--- config.mk ---
export PLATFORM = sky130hd
export DESIGN_NAME = boundary_testing
export DESIGN_NICKNAME = d
export VERILOG_FILES = /design/src/verilog/boundary_testing.v
export VERILOG_INCLUDE_DIRS = /design/src /design/src/verilog
export SDC_FILE = /design/constraint.sdc
export NUM_CORES = 1
export LEC_CHECK = 0
export BUFFER_PORTS_ARGS = -buffer_cell sky130_fd_sc_hd__buf_4
export CORE_ASPECT_RATIO = 0.8
export CORE_MARGIN = 2
export CORE_UTILIZATION = 63
export CTS_CLUSTER_DIAMETER = 120
export DETAILED_ROUTE_END_ITERATION = 10
export MAX_ROUTING_LAYER = met4
export PLACE_DENSITY = 0.83
export SETUP_SLACK_MARGIN = 0.4
export SYNTH_ARGS = -nofsm -noshare
export SYNTH_HDL_FRONTEND = slang
export SYNTH_SLANG_ARGS = --single-unit
--- constraint.sdc ---
create_clock -name ref_clk -period 5.5 [get_ports ref_clk]
set_input_delay 1.1 -clock ref_clk [delete_from_list [all_inputs] [get_ports ref_clk]]
set_output_delay 1.1 -clock ref_clk [all_outputs]
set_load 0.02 [all_outputs]
--- src/verilog/scan_port_regs.vh ---
/*
  constants for the boundary scan test port: instruction codes, widths,
  controller state codes.
  assumes inclusion by the design file, the port checker and the bench.
*/
`ifndef SCAN_PORT_REGS_VH
`define SCAN_PORT_REGS_VH

// ----------------------------------------
// instruction register
// ----------------------------------------
`define IR_WIDTH        10
`define IR_BYPASS       10'h3FF
`define IR_EXTEST       10'h00F
`define IR_SAMPLE       10'h005
`define IR_CAPTURE_VAL  10'h001

// ----------------------------------------
// boundary chain
// ----------------------------------------
`define IO_COUNT        4
`define CELL_BITS       3
`define CHAIN_LEN       12
`define CELL_OUT        0
`define CELL_OE         1
`define CELL_IN         2

// ----------------------------------------
// pin idle levels {tck, tms, tdi}
// ----------------------------------------
`define PIN_IDLE        3'h7

// ----------------------------------------
// controller states
// ----------------------------------------
`define ST_RESET        4'h0
`define ST_IDLE         4'h1
`define ST_SEL_DR       4'h2
`define ST_CAP_DR       4'h3
`define ST_SH_DR        4'h4
`define ST_EX1_DR       4'h5
`define ST_PAU_DR       4'h6
`define ST_EX2_DR       4'h7
`define ST_UPD_DR       4'h8
`define ST_SEL_IR       4'h9
`define ST_CAP_IR       4'hA
`define ST_SH_IR        4'hB
`define ST_EX1_IR       4'hC
`define ST_PAU_IR       4'hD
`define ST_EX2_IR       4'hE
`define ST_UPD_IR       4'hF

`endif

--- src/verilog/boundary_testing.v ---
/*
  boundary scan test port: tap controller, instruction register, bypass
  register and a chain of three-bit boundary cells, one per user i/o.
  assumes the test clock is far slower than ref_clk (800 ns against 100 ns)
  so that edges are found by sampling; supply pins carry no cells.
*/
`include "scan_port_regs.vh"
`default_nettype none

module boundary_testing
(
  // clock, reset, enable
  input  wire                   ref_clk,
  input  wire                   reset,
  input  wire                   clk_en,
  // test port pins
  input  wire                   tck,
  input  wire                   tms,
  input  wire                   tdi,
  output reg                    tdo_out_ff,
  output reg                    tdo_oe_ff,
  // core side of the user pins
  input  wire [`IO_COUNT-1:0]   core_output_value,
  input  wire [`IO_COUNT-1:0]   core_output_enable,
  output reg  [`IO_COUNT-1:0]   core_input_feed_ff,
  // pad side of the user pins
  input  wire [`IO_COUNT-1:0]   pad_in,
  output reg  [`IO_COUNT-1:0]   pad_out_ff,
  output reg  [`IO_COUNT-1:0]   pad_oe_ff
);

  // ----------------------------------------
  // pin synchronisers
  // ----------------------------------------
  reg [2:0]            sync1_ff;       // first stage, read only by second
  reg [2:0]            sync2_ff;       // tck, tms, tdi stable copies
  reg                  tck_prev_ff;    // for edge detection
  reg [`IO_COUNT-1:0]  pin1_ff;        // pad input first stage
  reg [`IO_COUNT-1:0]  pin2_ff;        // pad input second stage

  // a pin edge just before ref_clk may be caught one cycle late; tms and
  // tdi ride the same two stages as tck, so they stay lined up with it
  always @(posedge ref_clk or posedge reset)
  begin
    if (reset)
    begin
      // pins rest high between frames, so the edge finder starts at the
      // idle level and reset release shows no false tck edge
      sync1_ff    <= `PIN_IDLE;
      sync2_ff    <= `PIN_IDLE;
      tck_prev_ff <= 1'b1;
      pin1_ff     <= {`IO_COUNT{1'b0}};
      pin2_ff     <= {`IO_COUNT{1'b0}};
    end
    else if (clk_en)
    begin
      sync1_ff    <= {tck, tms, tdi};
      sync2_ff    <= sync1_ff;
      tck_prev_ff <= sync2_ff[2];
      pin1_ff     <= pad_in;
      pin2_ff     <= pin1_ff;
    end
  end

  wire tck_s   = sync2_ff[2];          // synchronised test clock
  wire tms_s   = sync2_ff[1];          // mode select
  wire tdi_s   = sync2_ff[0];          // serial data in
  wire tck_up  = tck_s & ~tck_prev_ff;  // rising edge found
  wire tck_dn  = ~tck_s & tck_prev_ff;  // falling edge found

  // ----------------------------------------
  // shared decodes
  // ----------------------------------------
  // chain position of one stage of a pin's cell; keeping it in one place
  // stops capture and pin drive from disagreeing on the cell layout
  function integer cell_bit;
    input integer pin;                 // user pin number
    input integer slot;                // stage within the cell
    begin
      cell_bit = pin * `CELL_BITS + slot;
    end
  endfunction

  // the two states in which tdo carries data
  function is_shift;
    input [3:0] st;                    // controller state
    begin
      is_shift = (st == `ST_SH_DR) | (st == `ST_SH_IR);
    end
  endfunction

  // ----------------------------------------
  // tap controller
  // ----------------------------------------
  reg [3:0] state_ff;                  // controller state
  reg [3:0] nxt_state;

  // next state from mode select; tms rests high through its pull-up, so a
  // silent tester parks the controller in reset
  always @*
  begin
    case (state_ff)
      `ST_RESET:   nxt_state = tms_s ? `ST_RESET  : `ST_IDLE;
      `ST_IDLE:    nxt_state = tms_s ? `ST_SEL_DR : `ST_IDLE;
      `ST_SEL_DR:  nxt_state = tms_s ? `ST_SEL_IR : `ST_CAP_DR;
      `ST_CAP_DR:  nxt_state = tms_s ? `ST_EX1_DR : `ST_SH_DR;
      `ST_SH_DR:   nxt_state = tms_s ? `ST_EX1_DR : `ST_SH_DR;
      `ST_EX1_DR:  nxt_state = tms_s ? `ST_UPD_DR : `ST_PAU_DR;
      `ST_PAU_DR:  nxt_state = tms_s ? `ST_EX2_DR : `ST_PAU_DR;
      `ST_EX2_DR:  nxt_state = tms_s ? `ST_UPD_DR : `ST_SH_DR;
      `ST_UPD_DR:  nxt_state = tms_s ? `ST_SEL_DR : `ST_IDLE;
      `ST_SEL_IR:  nxt_state = tms_s ? `ST_RESET  : `ST_CAP_IR;
      `ST_CAP_IR:  nxt_state = tms_s ? `ST_EX1_IR : `ST_SH_IR;
      `ST_SH_IR:   nxt_state = tms_s ? `ST_EX1_IR : `ST_SH_IR;
      `ST_EX1_IR:  nxt_state = tms_s ? `ST_UPD_IR : `ST_PAU_IR;
      `ST_PAU_IR:  nxt_state = tms_s ? `ST_EX2_IR : `ST_PAU_IR;
      `ST_EX2_IR:  nxt_state = tms_s ? `ST_UPD_IR : `ST_SH_IR;
      `ST_UPD_IR:  nxt_state = tms_s ? `ST_SEL_DR : `ST_IDLE;
      default:     nxt_state = `ST_RESET;
    endcase
  end

  // ----------------------------------------
  // global controls to all cells
  // ----------------------------------------
  // decoded from the state held at the edge just found, rising for capture and shift,
  // falling for update; each strobe lasts one ref_clk, the cycle in which the edge is found
  wire in_reset  = (state_ff == `ST_RESET);
  wire cap_dr    = tck_up & (state_ff == `ST_CAP_DR);
  wire sh_dr     = tck_up & (state_ff == `ST_SH_DR);
  wire upd_dr    = tck_dn & (state_ff == `ST_UPD_DR);
  wire cap_ir    = tck_up & (state_ff == `ST_CAP_IR);
  wire sh_ir     = tck_up & (state_ff == `ST_SH_IR);
  wire upd_ir    = tck_dn & (state_ff == `ST_UPD_IR);

  // ----------------------------------------
  // instruction register
  // ----------------------------------------
  reg [`IR_WIDTH-1:0]  ir_shift_ff;    // shift stage
  reg [`IR_WIDTH-1:0]  ir_ff;          // active instruction

  // only update-ir and the reset state change the active code, so a
  // half-shifted pattern never reaches the cells
  // decodes: sel_bsr shared by capture, update and output mux, test_mode used by pin drive
  wire sel_bsr   = (ir_ff == `IR_EXTEST) | (ir_ff == `IR_SAMPLE);
  wire test_mode = (ir_ff == `IR_EXTEST);

  // ----------------------------------------
  // data registers
  // ----------------------------------------
  reg                   bypass_ff;     // one-bit bypass
  reg [`CHAIN_LEN-1:0]  chain_ff;      // capture/shift stages
  reg [`CHAIN_LEN-1:0]  upd_ff;        // update stages
  reg [`CHAIN_LEN-1:0]  cap_val;       // parallel capture value
  integer               i;             // capture loop index
  integer               j;             // pin drive loop index

  // cell i holds {pad input, output enable, output}; bit 0 nearest tdo,
  // cells only exist for user pins so supply pins add nothing
  always @*
  begin
    cap_val = {`CHAIN_LEN{1'b0}};
    for (i = 0; i < `IO_COUNT; i = i + 1)
    begin
      cap_val[cell_bit(i, `CELL_OUT)] = core_output_value[i];
      cap_val[cell_bit(i, `CELL_OE)]  = core_output_enable[i];
      cap_val[cell_bit(i, `CELL_IN)]  = pin2_ff[i];
    end
  end

  // controller, instruction and data register state on the test clock edges;
  // nothing here looks at configuration, so scan works at any time
  always @(posedge ref_clk or posedge reset)
  begin
    if (reset)
    begin
      state_ff    <= `ST_RESET;
      ir_shift_ff <= {`IR_WIDTH{1'b0}};
      ir_ff       <= `IR_BYPASS;
      bypass_ff   <= 1'b0;
      chain_ff    <= {`CHAIN_LEN{1'b0}};
      upd_ff      <= {`CHAIN_LEN{1'b0}};
    end
    else if (clk_en)
    begin
      // mode select taken only on a rising edge
      if (tck_up)
        state_ff <= nxt_state;
      // instruction path; capture-ir loads a fixed pattern so a broken
      // instruction chain shows up at the tester
      if (cap_ir)
        ir_shift_ff <= `IR_CAPTURE_VAL;
      else if (sh_ir)
        ir_shift_ff <= {tdi_s, ir_shift_ff[`IR_WIDTH-1:1]};
      if (in_reset)
        ir_ff <= `IR_BYPASS;          // reset state leaves bypass selected
      else if (upd_ir)
        ir_ff <= ir_shift_ff;
      // bypass: captures zero, shifts one bit; it captures even when the
      // chain is selected, harmless since only one path reaches tdo
      if (cap_dr)
        bypass_ff <= 1'b0;
      else if (sh_dr)
        bypass_ff <= tdi_s;
      // boundary chain only moves when selected
      if (sel_bsr & cap_dr)
        chain_ff <= cap_val;
      else if (sel_bsr & sh_dr)
        chain_ff <= {tdi_s, chain_ff[`CHAIN_LEN-1:1]};
      // update on the falling edge in update-dr, a tck and a half after the last shift, so the
      // pins never show a partly shifted pattern
      if (sel_bsr & upd_dr)
        upd_ff <= chain_ff;
    end
  end

  // ----------------------------------------
  // serial output, launched on falling edge
  // ----------------------------------------
  reg nxt_tdo;

  // pick the stage nearest the output for the active path
  always @*
  begin
    if (state_ff == `ST_SH_IR)
      nxt_tdo = ir_shift_ff[0];
    else if (sel_bsr)
      nxt_tdo = chain_ff[0];
    else
      nxt_tdo = bypass_ff;
  end

  // driving only in the two shift states; the tester samples it on
  // the following rising edge
  // limitation: tdo trails the pin edge by about three ref_clk, so tck
  // must stay several times slower than ref_clk
  always @(posedge ref_clk or posedge reset)
  begin
    if (reset)
    begin
      tdo_out_ff <= 1'b0;
      tdo_oe_ff  <= 1'b0;
    end
    else if (clk_en & tck_dn)
    begin
      tdo_out_ff <= nxt_tdo;
      tdo_oe_ff  <= is_shift(state_ff);
    end
  end

  // ----------------------------------------
  // pin drive: update stages or core
  // ----------------------------------------
  // registered so every output comes from a flip-flop, one ref_clk late;
  // trade-off: one cycle of extra delay on every pin buys outputs that
  // cannot glitch while the cell mode changes
  always @(posedge ref_clk or posedge reset)
  begin
    if (reset)
    begin
      pad_out_ff         <= {`IO_COUNT{1'b0}};
      pad_oe_ff          <= {`IO_COUNT{1'b0}};
      core_input_feed_ff <= {`IO_COUNT{1'b0}};
    end
    else if (clk_en)
    begin
      // cell mode picks the update stages or the functional core path
      for (j = 0; j < `IO_COUNT; j = j + 1)
      begin
        if (test_mode)
        begin
          // pins forced from the update stages
          pad_out_ff[j]         <= upd_ff[cell_bit(j, `CELL_OUT)];
          pad_oe_ff[j]          <= upd_ff[cell_bit(j, `CELL_OE)];
          core_input_feed_ff[j] <= upd_ff[cell_bit(j, `CELL_IN)];
        end
        else
        begin
          // functional: core drives the pads, pads feed the core
          pad_out_ff[j]         <= core_output_value[j];
          pad_oe_ff[j]          <= core_output_enable[j];
          core_input_feed_ff[j] <= pin2_ff[j];
        end
      end
    end
  end

endmodule

`default_nettype wire

Word-level counts from Yosys, hierarchy flattened

Cells that the tools add are included.

Bitwise operators: 16
Reductions and logical operators: 14
Equal/unequal tests: 17
Mux-type cells: 35

Operator list:

| kind                | number |
|---|---|
| $pmux 4 s12         | 1 |
| $mux 10             | 4 |
| $eq 4x4->1 const B  | 8 |
| $mux 12             | 2 |
| $mux 1              | 19 |
| $eq 4x3->1 const B  | 4 |
| $mux 4              | 4 |
| $and 1x1->1         | 12 |
| $reduce_and 2->1    | 6 |
| $eq 10x3->1 const B | 1 |
| $eq 10x4->1 const B | 1 |
| $eq 4x2->1 const B  | 2 |
| $reduce_bool 2->1   | 4 |
| $mux 2              | 3 |
| $mux 3              | 2 |
| $eq 4x1->1 const B  | 1 |
| $logic_not 4->1     | 1 |
| $reduce_or 2->1     | 2 |
| $reduce_or 3->1     | 1 |
| $not 1->1           | 2 |
| $or 1x1->1          | 2 |

Logic and storage cells: 98
Output and inout port bits: 14
Register bits: 78
Bits of input ports: 18

Depth between registers and ports, before layout

Gate-level depths: netlist (run 1).

Depth after elaboration: 6
Depth in mapped cells: 6
Mapped depth without buffers: 4

Worst setup path after synthesis (run 1)

Ideal clock, no wire load.

Path kind: input to register
From: input port clk_en
To: register upd_ff[0]
Required time: 5.372 ns
Path slack: 2.804 ns
Setup time: 0.128 ns
Arrival time: 2.568 ns
Cell stages on the path: 6
Buffers on the path: 2
Path through: buf_2 > nand3b_1 > or4_1 > nor2_1 > buf_4 > mux2_1

Word-level cells in the longest chain between the ends: 1

Ends and longest elaborated chain:

| item                       | RTL line               | RTL |
|---|---|---|
| from (decl)                | boundary_testing.v:15  | `input wire clk_en,` |
| $reduce_and 2->1 (no line) | --                     |  |
| to (signal assigned)       | boundary_testing.v:182 | `` upd_ff <= {`CHAIN_LEN{1'b0}}; `` |
| to (signal assigned)       | boundary_testing.v:213 | `upd_ff <= chain_ff;` |
| to (decl)                  | boundary_testing.v:153 | `` reg [`CHAIN_LEN-1:0] upd_ff; `` |

Every way passes these cells.
A chain may end at the register's enable or synchronous reset.

Worst setup path in the final report (run 1)

From: input port clk_en
To: register upd_ff[9]

The elaborated chain is that of the path after synthesis.

==> metrics.md, run 1 <==
| Metric | Value |
|---|---|
| Pwr Density | `about 380 nW/um2` |
| Post-CTS Resized | `0` |
| Inserted Diodes | `0` |
| Hold Violations, Final | `0` |
| Detailed Route WL | `around 7400 um` |
| Setup crit start kind | `input pin` |
| TritonCTS buffer count | `9` |
| Hold_sp | `bypass_ff` |
| Register area share after synthesis | `55.9%` |
| Cell taking the most area after synthesis | `dfrtp_1` |
| Drt first pass iters | `4` |
| Hpwl dp | `about 4700 um` |
| Clk buf depth | `2` |
| Filler instances | `345` |
| Critical Path RT | `roughly 5.8 ns` |
| Period minus WS final | `3.30 ns` |
| Max FO, Critical Path | `between 40 and 50` |
| Critical Path Stages | `5` |
| Largest net degree at the start of global routing | `45` |
| Final Wtd Congestion | `~0.93` |
| RSZ-0062 raised after global routing | `false` |
| Maxcap violations | `0` |
| Setup Buffers After CTS | `0` |
| Initial core utilization | `approximately two thirds` |
| Hold Buf Count CTS | `0` |
| Final Cycle Share | `60.0%` |
| CP Capture Type | `flip-flop` |
| GRT overflow | `0` |
| Syn Inst Count | `between 300 and 400` |
| R2R depth | `4` |
| Number of synthesized flops with an enable pin | `0` |
| First-pass GRT wire length | `approximately 12,000 um` |
| Die area | `between 6000 and 7000 um2` |
| Top-area cell type share of the netlist area | `43.2%` |
| Die span in y | `approximately 71 um` |
| Root Driver | `clkbuf_8` |
| Share of cells above drive strength 1 | `23.8%` |
| Worst r2r src | `ir_ff[2]` |
| Worst path cell trace | `buf_4, nand3b_1, or4_1, nor2_1, mux2_2` |
| Hold Slack | `0.492 ns` |
| Delay-heaviest family, CP | `simple AND/OR/NAND/NOR gates` |
| Maximum vdd drop | `between 0.15 and 0.2 mV` |
| GRT Total Usage | `26.7%` |
| Fmax | `roughly 0.3 GHz` |
| Main synth FF type | `dfrtp_1` |
| CORE AREA | `5440 um2` |
| Via count | `about 2,600` |
| Pleak | `approximately 1.8 nW` |
| Port-buffer cells | `31` |
| CP max-delay cell | `nor2_1` |
| Area growth, synth to finish | `14.8%` |
| Mean Syn Cell Area | `roughly 11 um2` |
| Relative slew slack | `approximately a quarter` |
| R2R setup slack | `between 2 and 2.5 ns` |
| Hold Crit Depth | `2` |
| Die Width | `about 88 um` |
| DR WL/cell | `17.3 um` |
| Row count | `24` |
| Clock-pin slew on the worst setup and hold paths | `0.08 ns` |
| Routed Antenna Nets | `0` |
| Placement Cell Area | `3770 um2` |
| Multi-input logic area | `roughly 1400 um2` |
| Setup_tns | `0 ns` |
| FF-to-FF End | `upd_ff[9]` |
| CTS tree | `built` |
| Clock Skew | `0.00793 ns` |
| Outcome | `complete, no violations` |
| DR iter-0 viols | `245` |
| Crit Path Class | `in -> reg` |
| Yosys warns | `0` |
| Worst-Margin Slew | `between 1 and 1.5 ns` |
| Nets | `between 300 and 400` |
| Sequential cell area | `1970 um2` |
| H-tree depth | `3` |
| Fin area | `4050 um2` |
| Seq cells post-synth | `78` |
| Initial antenna violation count | `0` |
| Ports | `32` |
| Post-Synthesis Net Count | `~340` |
| Ys async rst share | `100%` |
| Post-synthesis cell area | `3530 um2` |
| CP bufs+invs | `1` |
| Final setup fails | `0` |
| DRC | `0` |
| Vias per cell | `6.03` |
| Worst path max stage delay | `~0.85 ns` |
| Hold EP | `bypass_ff` |
| Unique cell type count in the Yosys netlist | `44` |
| # clock sinks | `slightly below 80` |
| Max-slew violation count | `0` |
| Synth top area cells | `dfrtp_1, dfstp_2, mux2_2` |
| Worst skew pair latency | `between 0.3 and 0.4 ns` |
| Vias in the first global route | `between 2,000 and 2,500` |
| Hold Crit Class | `reg -> reg` |
| Worst EP arrival | `~3.6 ns` |
cells in the mapped netlist, drive strengths merged (6+ instances only):
master  count
a21oi      30
buf         6
clkbuf     17
dfrtp      61
dfstp      17
mux2       27
mux2i      14
nand2      27
nor2       29
o21ai      28
o22a       10
o31ai      13
cells in the final DEF (no fill, tap or decap), types with 9 or more instances in the layout:
cell type	synthesis	final
a21oi_1	30	30
buf_4	1	32
clkbuf_8	0	9
dfrtp_1	61	61
dfstp_2	17	17
mux2_1	10	10
mux2_2	17	17
mux2i_1	14	14
nand2_1	27	27
nor2_1	29	29
o21ai_0	28	28
o22a_1	10	10
o31ai_1	13	13
per-layer routing:
layer	vias to the layer above	track usage [%]	routed length, um
met3	13	8.05	406
met1	1278	36.5	3330
met4	0	8.89	100
met5	-	-	0
li1	1200	-	-
met2	84	38.6	3540
power breakdown:
| part | internal [mW] | switching [mW] | total [mW] |
|---|---|---|---|
| clock | 0.394 | 0.211 | 0.606 |
| combinational | 0.110 | 0.139 | 0.250 |
| sequential | 0.628 | 0.0747 | 0.702 |
| total | 1.13 | 0.425 | 1.56 |
layout make-up:
class,count,area share [%]
well taps,78,2.41
clock inverters,6,3.92
multi-input cells,219,35.6
flip-flops and latches,78,48.7
inverters,4,0.370
repair buffers,32,5.93
clock buffers,10,3.15
how the worst max path moves through the flow:
stage	from	to
detailed placement	clk_en	upd_ff[9]
finish	clk_en	upd_ff[9]
global route	clk_en	upd_ff[1]
floorplan	reset	bypass_ff
global placement	clk_en	upd_ff[9]
CTS	clk_en	upd_ff[9]
cell families after synthesis:
kind of cell / share of synthesized area, %
muxes: 13.2
DFF: 55.9
xor gates and xnor gates: 0.496
AOI/OAI and AO/OA: 15.6
buffers and inverters: 3.33
and+or+nand+nor: 11.5
through the flow:
step	total power, mW	instances	worst slack [ns]	utilization, %
2_1_floorplan	0.873	324	2.43	-
3_3_place_gp	0.946	411	1.91	69.3
3_5_place_dp	0.958	411	1.83	69.3
4_1_cts	1.56	427	2.24	74.6
5_1_grt	1.62	427	2.10	74.6
6_report	1.56	427	2.20	74.6
worst reg2reg max path: stages (launching register included):
cell and delay, ns:
dfstp_2 0.54, nor4b_1 0.51, nand3_1 0.54, nor2_1 1.02
mux2_2 0.42
sequential cells by signal, summed over array words and instances, names as in the netlist:
name / cells
bypass_ff: 1
chain_ff: 12
core_input_feed_ff: 4
ir_ff: 10
ir_shift_ff: 10
pad_oe_ff: 4
pad_out_ff: 4
pin1_ff: 4
pin2_ff: 4
state_ff: 4
sync1_ff: 3
sync2_ff: 3
tck_prev_ff: 1
tdo_oe_ff: 1
tdo_out_ff: 1
upd_ff: 12
(Power assumes the default switching activity.)
==> inputs of run 2 (changes only) <==
--- a/config.mk
+++ b/config.mk
@@ -6,14 +6,15 @@
 export SDC_FILE = /design/constraint.sdc
 export NUM_CORES = 1
 export LEC_CHECK = 0
+export ABC_AREA = 1
 export BUFFER_PORTS_ARGS = -buffer_cell sky130_fd_sc_hd__buf_4
 export CORE_ASPECT_RATIO = 0.8
 export CORE_MARGIN = 2
-export CORE_UTILIZATION = 63
+export CORE_UTILIZATION = 59
 export CTS_CLUSTER_DIAMETER = 120
 export DETAILED_ROUTE_END_ITERATION = 10
 export MAX_ROUTING_LAYER = met4
-export PLACE_DENSITY = 0.83
+export PLACE_DENSITY = 0.78
 export SETUP_SLACK_MARGIN = 0.4
 export SYNTH_ARGS = -nofsm -noshare
 export SYNTH_HDL_FRONTEND = slang
==> constraint.sdc (replaced) <==
create_clock -name ref_clk -period 3.05 [get_ports ref_clk]
set_input_delay 0.61 -clock ref_clk [delete_from_list [all_inputs] [get_ports ref_clk]]
set_output_delay 0.61 -clock ref_clk [all_outputs]
set_load 0.02 [all_outputs]
==> metrics.md, run 2 <==
| Metric | Value |
|---|---|
| FF-to-FF End | `upd_ff[5]` |
| Final setup fails | `0 (unchanged)` |
| Inserted Diodes | `0 (unchanged)` |
| Critical Path RT | `3.30 ns (-2.45 ns)` |
| Commonest cells after routing, fill and taps aside | `nand2_1, dfrtp_1, inv_1, buf_4, nor2_1` |
| Unique cell type count in the Yosys netlist | `37 (-16%)` |
| # clock sinks | `78 (unchanged)` |
| Fin cells | `526 (+23%)` |
| Relative slew slack | `62.8% (+37 points)` |
| Syn Inst Count | `410 (+27%)` |
| Hold Slack | `0.302 ns (-0.190 ns)` |
| Pleak | `2.00 nW (+10%)` |
| Mux share of post-synthesis cell area | `2.14% (-11 points)` |
| Final Cycle Share | `about 76%` |
| CTS tree | `built` |
| Setup Buffers After CTS | `0 (unchanged)` |
| Clk buf depth | `2 (unchanged)` |
| Placement Cell Area | `3960 um2 (+5.0%)` |
| Hold Crit Class | `in -> async` |
| Simple-gate share of the synthesized area | `19.1% (+7.6 points)` |
| Drt first pass iters | `4 (unchanged)` |
| Hpwl dp | `5540 um (+19%)` |
| GRT overflow | `0 (unchanged)` |
| Mean Syn Cell Area | `8.98 um2 (-18%)` |
| Largest net degree at the start of global routing | `49 (+8.9%)` |
| Initial core utilization | `61.6% (-3.4 points)` |
| Synth top area cells | `dfrtp_1, dfstp_2, nand2_1` |
| DR iter-0 viols | `280 (+14%)` |
| Yosys warns | `0 (unchanged)` |
| Hold Violations, Final | `0 (unchanged)` |
| Max-slew violation count | `0 (unchanged)` |
| Top-count cell post-synth | `nand2_1` |
| DRC | `0 (unchanged)` |
| Worst path max stage delay | `0.44 ns (-0.41 ns)` |
| GRT Total Usage | `25.8% (-0.97 points)` |
| Critical Path Stages | `6 (+1)` |
| Number of synthesized flops with an enable pin | `0 (unchanged)` |
| Ports | `32 (unchanged)` |
| Max FO, Critical Path | `24 (-45%)` |
| First-pass GRT wire length | `13,000 um (+6.0%)` |
| Largest family of logic cells by synthesized area | `simple AND/OR/NAND/NOR gates` |
| Fin area | `4190 um2 (+3.5%)` |
| Routed Antenna Nets | `0 (unchanged)` |
| Clock-pin slew on the worst setup and hold paths | `0.08 ns (about the same)` |
| Most common cell after layout, fill and taps aside | `nand2_1` |
| Die span in y | `74.6 um (+5.2%)` |
| CP Capture Type | `flip-flop` |
| CORE AREA | `5970 um2 (+9.9%)` |
| Root Driver | `clkbuf_8` |
| Worst EP arrival | `2.56 ns (-0.99 ns)` |
| H-tree depth | `3 (unchanged)` |
| Adder-cell share of the synthesized area | `0% (unchanged)` |
| Crit Path Class | `reg -> reg` |
| Via count | `2,923 (+14%)` |
| TritonCTS buffer count | `9 (unchanged)` |
| Period minus WS final | `2.32 ns` |
| Share of cells above drive strength 1 | `24.7% (+0.94 points)` |
| Top-area cell type share of the netlist area | `41.5% (-1.7 points)` |
| Nets | `458 (+27%)` |
| Port-buffer cells | `31 (unchanged)` |
| Post-CTS Resized | `0 (unchanged)` |
| Worst r2r src | `ir_ff[8]` |
| Fmax | `around 0.43 GHz` |
| Area growth, synth to finish | `14.0%` |
| Setup crit start kind | `flip-flop` |
| Ys async rst share | `100% (unchanged)` |
| Maxcap violations | `0 (unchanged)` |
| Final Wtd Congestion | `0.898 (-3.9%)` |
| Worst path cell trace | `nor2_2, nand3_2, nand2_2, nand4_4, nand2_1, o21ai_1` |
| Vias in the first global route | `2,584 (+6.1%)` |
| Post-synthesis cell area | `3680 um2 (+4.2%)` |
| DR WL/cell | `14.8 um (-14%)` |
| R2R setup slack | `0.73 ns (-1.63 ns)` |
| Worst-Margin Slew | `0.558 ns (-0.557 ns)` |
| CP bufs+invs | `0 (-1)` |
| Seq cells post-synth | `78 (unchanged)` |
| Maximum vdd drop | `0.398 mV (+100%)` |
| RSZ-0062 raised after global routing | `false` |
| Outcome | `complete, no violations` |
| Die area | `6890 um2 (+11%)` |
| Post-synth top cells | `nand2_1, dfrtp_1, inv_1` |
| Register area share after synthesis | `53.6% (-2.2 points)` |
| Vias per cell | `5.56 (-7.9%)` |
| Delay-heaviest family, CP | `simple AND/OR/NAND/NOR gates` |
| Post-Synthesis Net Count | `428 (+25%)` |
| Setup crit end | `upd_ff[5]` |
| Worst skew pair latency | `0.36 ns (about the same)` |
| R2R depth | `6 (+2)` |
| Die Width | `92.3 um (+5.2%)` |
| Cell taking the most area after synthesis | `dfrtp_1` |
| Compound-gate portion of the synthesized area | `16.8% (+1.2 points)` |
| CP max-delay cell | `nand2_2` |
| Clock Skew | `0.00669 ns (-0.00124 ns)` |
| XOR/XNOR share of the synthesized area | `0% (-0.50 points)` |
| Detailed Route WL | `7810 um (+5.8%)` |
| Biggest regs | `chain_ff (12), upd_ff (12)` |
| Row count | `25 (+4.2%)` |
| Post-Place Cells | `510 (+24%)` |
| Main synth FF type | `dfrtp_1` |
| Pwr Density | `669 nW/um2 (+74%)` |
| Hold Buf Count CTS | `0 (unchanged)` |
| Initial antenna violation count | `0 (unchanged)` |
| Worst setup path start | `ir_ff[8]` |
| Setup_tns | `0 ns (unchanged)` |
-- run 2: final cells by class --
type / count / area, um2
sequential: 78 / 1970
clock buffer: 10 / 138
inverter: 57 / 214
multi-input combinational: 258 / 1410
fill: 484 / 1780
clock inverter: 6 / 91.3
timing repair buffer: 36 / 270
tap: 81 / 101
-- run 2: how the worst min path moves through the flow --
| stage | start | endpoint | slack (ns) | cells past startpoint |
|---|---|---|---|---|
| final | reset | pad_out_ff[2] | 0.30 | 2 |
| after global routing | reset | pad_oe_ff[0] | 0.33 | 2 |
| after CTS | reset | pad_out_ff[2] | 0.31 | 2 |
| after detailed placement | ir_ff[0] | ir_ff[0] | 0.46 | 2 |
| after global placement | pin1_ff[1] | pin2_ff[1] | 0.46 | 2 |
| after floorplan | pin1_ff[0] | pin2_ff[0] | 0.45 | 2 |
-- run 2: per-stage QoR --
step,total power [mW],utilization [%],worst slack [ns]
after floorplan,1.73,-,0.473
final,2.81,70.2,0.734
after CTS,2.81,70.1,0.555
after detailed placement,1.92,66.2,0.570
after global placement,1.92,66.2,0.695
after global routing,2.95,70.2,0.482
-- run 2: report_power, final --
part | switching, mW | internal (mW) | leakage [nW]
Sequential | 0.0924 | 1.18 | 0.927
Clock | 0.396 | 0.489 | 0.117
Combinational | 0.421 | 0.226 | 0.955
-- run 2: cells by family (layout without fill, tap and decap cells) --
group	count (synthesis)	count (layout)
multiplexers	7	7
AND/OR/NAND/NOR	153	153
AO/OA/AOI/OAI	98	98
buffers and inverters	74	109
flip-flops	78	78
-- run 2: per-layer routing --
metal	vias to the layer above	global-route usage, %	part of all wire, %
met4	0	7.63	1.2
met2	89	33.8	42
met1	1397	39.5	50
li1	1428	-	-
met3	9	6.31	6.8
met5	-	-	0
==> inputs of run 3 (changes only) <==
==> constraint.sdc (replaced) <==
create_clock -name ref_clk -period 2.3 [get_ports ref_clk]
set_input_delay 0.46 -clock ref_clk [delete_from_list [all_inputs] [get_ports ref_clk]]
set_output_delay 0.46 -clock ref_clk [all_outputs]
set_load 0.02 [all_outputs]
==> metrics.md, run 3 (synthesis results as in run 2) <==
| Metric | Value |
|---|---|
| Worst EP arrival | `2.00 ns (-0.56 ns)` |
| # clock sinks | `78 (unchanged)` |
| Relative slew slack | `65.4% (+2.6 points)` |
| Period minus WS final | `1.72 ns (-0.597 ns)` |
| CP Capture Type | `flip-flop` |
| Hold Violations, Final | `0 (unchanged)` |
| Pre-CTS setup slack | `0.366 ns (-0.203 ns)` |
| Row count | `25 (unchanged)` |
| Die span in y | `74.6 um (unchanged)` |
| Root Driver | `clkbuf_8` |
| Internal | `2.43 mW (+28%)` |
| Power share of the combinational group | `24.4% (+1.3 points)` |
| Vias per cell | `5.58 (+0.34%)` |
| Inserted Diodes | `0 (unchanged)` |
| GRT Total Usage | `26.6% (+0.79 points)` |
| Crit Path Class | `reg -> reg` |
| Via count | `2,983 (+2.1%)` |
| Largest net degree at the start of global routing | `79 (+61%)` |
| DR iter-0 viols | `257 (-8.2%)` |
| Clk buf depth | `2 (unchanged)` |
| CORE AREA | `5970 um2 (unchanged)` |
| Die Width | `92.3 um (unchanged)` |
| Final Cycle Share | `74.7% (-1.2 points)` |
| Pleak | `2.03 nW (+1.4%)` |
| Pwr Density | `848 nW/um2 (+27%)` |
| Commonest cells after routing, fill and taps aside | `nand2_1, dfrtp_1, inv_1, buf_4, nor2_1` |
| Pwr Total | `3.61 mW (+29%)` |
| Area growth, synth to finish | `15.7%` |
| Biggest regs | `chain_ff (12), upd_ff (12)` |
| Hold Buf Count CTS | `0 (unchanged)` |
| Initial core utilization | `61.6% (unchanged)` |
| RSZ-0062 raised after global routing | `false` |
| Ports | `32 (unchanged)` |
| Outcome | `complete, no violations` |
| Max FO, Critical Path | `19 (-21%)` |
| Worst-Margin Slew | `0.517 ns (-0.0405 ns)` |
| Hold Crit Class | `in -> async` |
| Nets | `467 (+2.0%)` |
| Setup crit start kind | `flip-flop` |
| Critical Path RT | `2.59 ns (-0.71 ns)` |
| Maximum vdd drop | `0.497 mV (+25%)` |
| GRT overflow | `0 (unchanged)` |
| Clock-pin slew on the worst setup and hold paths | `0.08 ns (about the same)` |
| H-tree depth | `3 (unchanged)` |
| Max-slew violation count | `0 (unchanged)` |
| Share of cells above drive strength 1 | `26.0% (+1.3 points)` |
| Die area | `6890 um2 (unchanged)` |
| Port-buffer cells | `31 (unchanged)` |
| Initial antenna violation count | `0 (unchanged)` |
| Final setup fails | `0 (unchanged)` |
| Switch Pwr | `1.19 mW (+30%)` |
| TritonCTS buffer count | `9 (unchanged)` |
| Setup_tns | `0 ns (unchanged)` |
| Post-Place Cells | `514 (+0.78%)` |
| Clock Skew | `0.0121 ns (+0.00543 ns)` |
| Core Util, Final | `71.3% (+1.1 points)` |
| Clock power frac | `28.6% (-3.0 points)` |
| Detailed Route WL | `8210 um (+5.1%)` |
| DRC | `0 (unchanged)` |
| Vias in the first global route | `2,595 (+0.43%)` |
| Filler instances | `481 (-0.62%)` |
| Hpwl dp | `5690 um (+2.7%)` |
| DR WL/cell | `15.3 um (+3.4%)` |
| First-pass GRT wire length | `13,300 um (+2.6%)` |
| Worst skew pair latency | `0.35 ns (about the same)` |
| Routed Antenna Nets | `0 (unchanged)` |
| Fin cells | `535 (+1.7%)` |
| Sw Share | `32.9% (+0.40 points)` |
| Maxcap violations | `0 (unchanged)` |
| Fmax | `0.582 GHz (+35%)` |
| Most common cell after layout, fill and taps aside | `nand2_1` |
| Sequential Power Share | `47.0% (+1.6 points)` |
| Final Wtd Congestion | `0.922 (+2.7%)` |
| CTS tree | `built` |
| Final setup margin | `0.581 ns (-0.153 ns)` |
| Drt first pass iters | `5 (+1)` |
## run 3: cell types whose count changed in the layout (fill, tap and decap cells not counted)
cell | previous run | this run
buf_12 | 0 | 1
buf_4 | 36 | 43
buf_6 | 0 | 1
bufinv_16 | 2 | 1
clkbuf_1 | 0 | 1
clkinv_4 | 1 | 0
clkinvlp_4 | 0 | 3
inv_2 | 7 | 6
inv_6 | 2 | 1
nor2_2 | 6 | 5
nor2_4 | 1 | 2
## run 3: per-layer routing
layer | track usage, % | vias up | part of all wire (%)
met5 | - | - | 0
met4 | 6.47 | 0 | 0.95
met3 | 7.01 | 10 | 6.9
met2 | 35.9 | 96 | 43
met1 | 40.1 | 1427 | 49
li1 | - | 1450 | -
## run 3: critical path: stages, from the launching register on
cell and delay, ns:
dfstp_2 0.36, inv_1 0.08, nand2_1 0.10, nor2_4 0.22
nand3_1 0.15, nand2_2 0.13, buf_6 0.19, nand2_4 0.14
a21oi_1 0.17, nand2_1 0.06, nand2_1 0.05
## run 3: path summary, 6_finish.rpt
kind / start / endpoint / slack [ns] / cells after the start
setup reg to reg: ir_ff[7] / chain_ff[5] / 0.58 / 10
hold reg to reg: ir_ff[0] / ir_ff[0] / 0.48 / 2
min in group ref_clk: pad_in[2] / pin1_ff[2] / 0.35 / 2
hold / removal: reset / state_ff[0] / 0.22 / 3
max in group asynchronous: reset / ir_ff[2] / 1.72 / 3
setup / recovery: ir_ff[7] / chain_ff[5] / 0.58 / 10
## run 3: what timing repair did
item | in CTS | in global routing
cloned | 0 | 0
pin swaps | 0 | 2
setup buffers | 0 | 5
gates resized for setup | 1 | 2
setup endpoints to repair | 12 | 23
## run 3: stage by stage
stage               hold WS [ns]  cell area, um2
finish                     0.219            4260
global placement           0.462            4000
CTS                        0.228            4210
floorplan                  0.449            3680
global route               0.247            4260
detailed placement         0.464            4000
## run 3: power groups by stage
stage               Combinational [mW]  Clock (mW)  Sequential [mW]
floorplan                        0.563           0             1.73
global placement                 0.852           0             1.72
detailed placement               0.862           0             1.72
CTS                              0.871        1.06             1.69
global route                     0.987        1.10             1.72
finish                           0.881        1.03             1.70
## run 3: cell type report
cell class	instances	area [um2]	share of cell area, %
Clock buffer	11	141	3.32
Clock inverter	5	58.8	1.38
Inverter	57	218	5.11
Multi-Input combinational cell	258	1410	33.1
Sequential cell	78	1970	46.3
Tap cell	81	101	2.38
Timing Repair Buffer	45	354	8.32
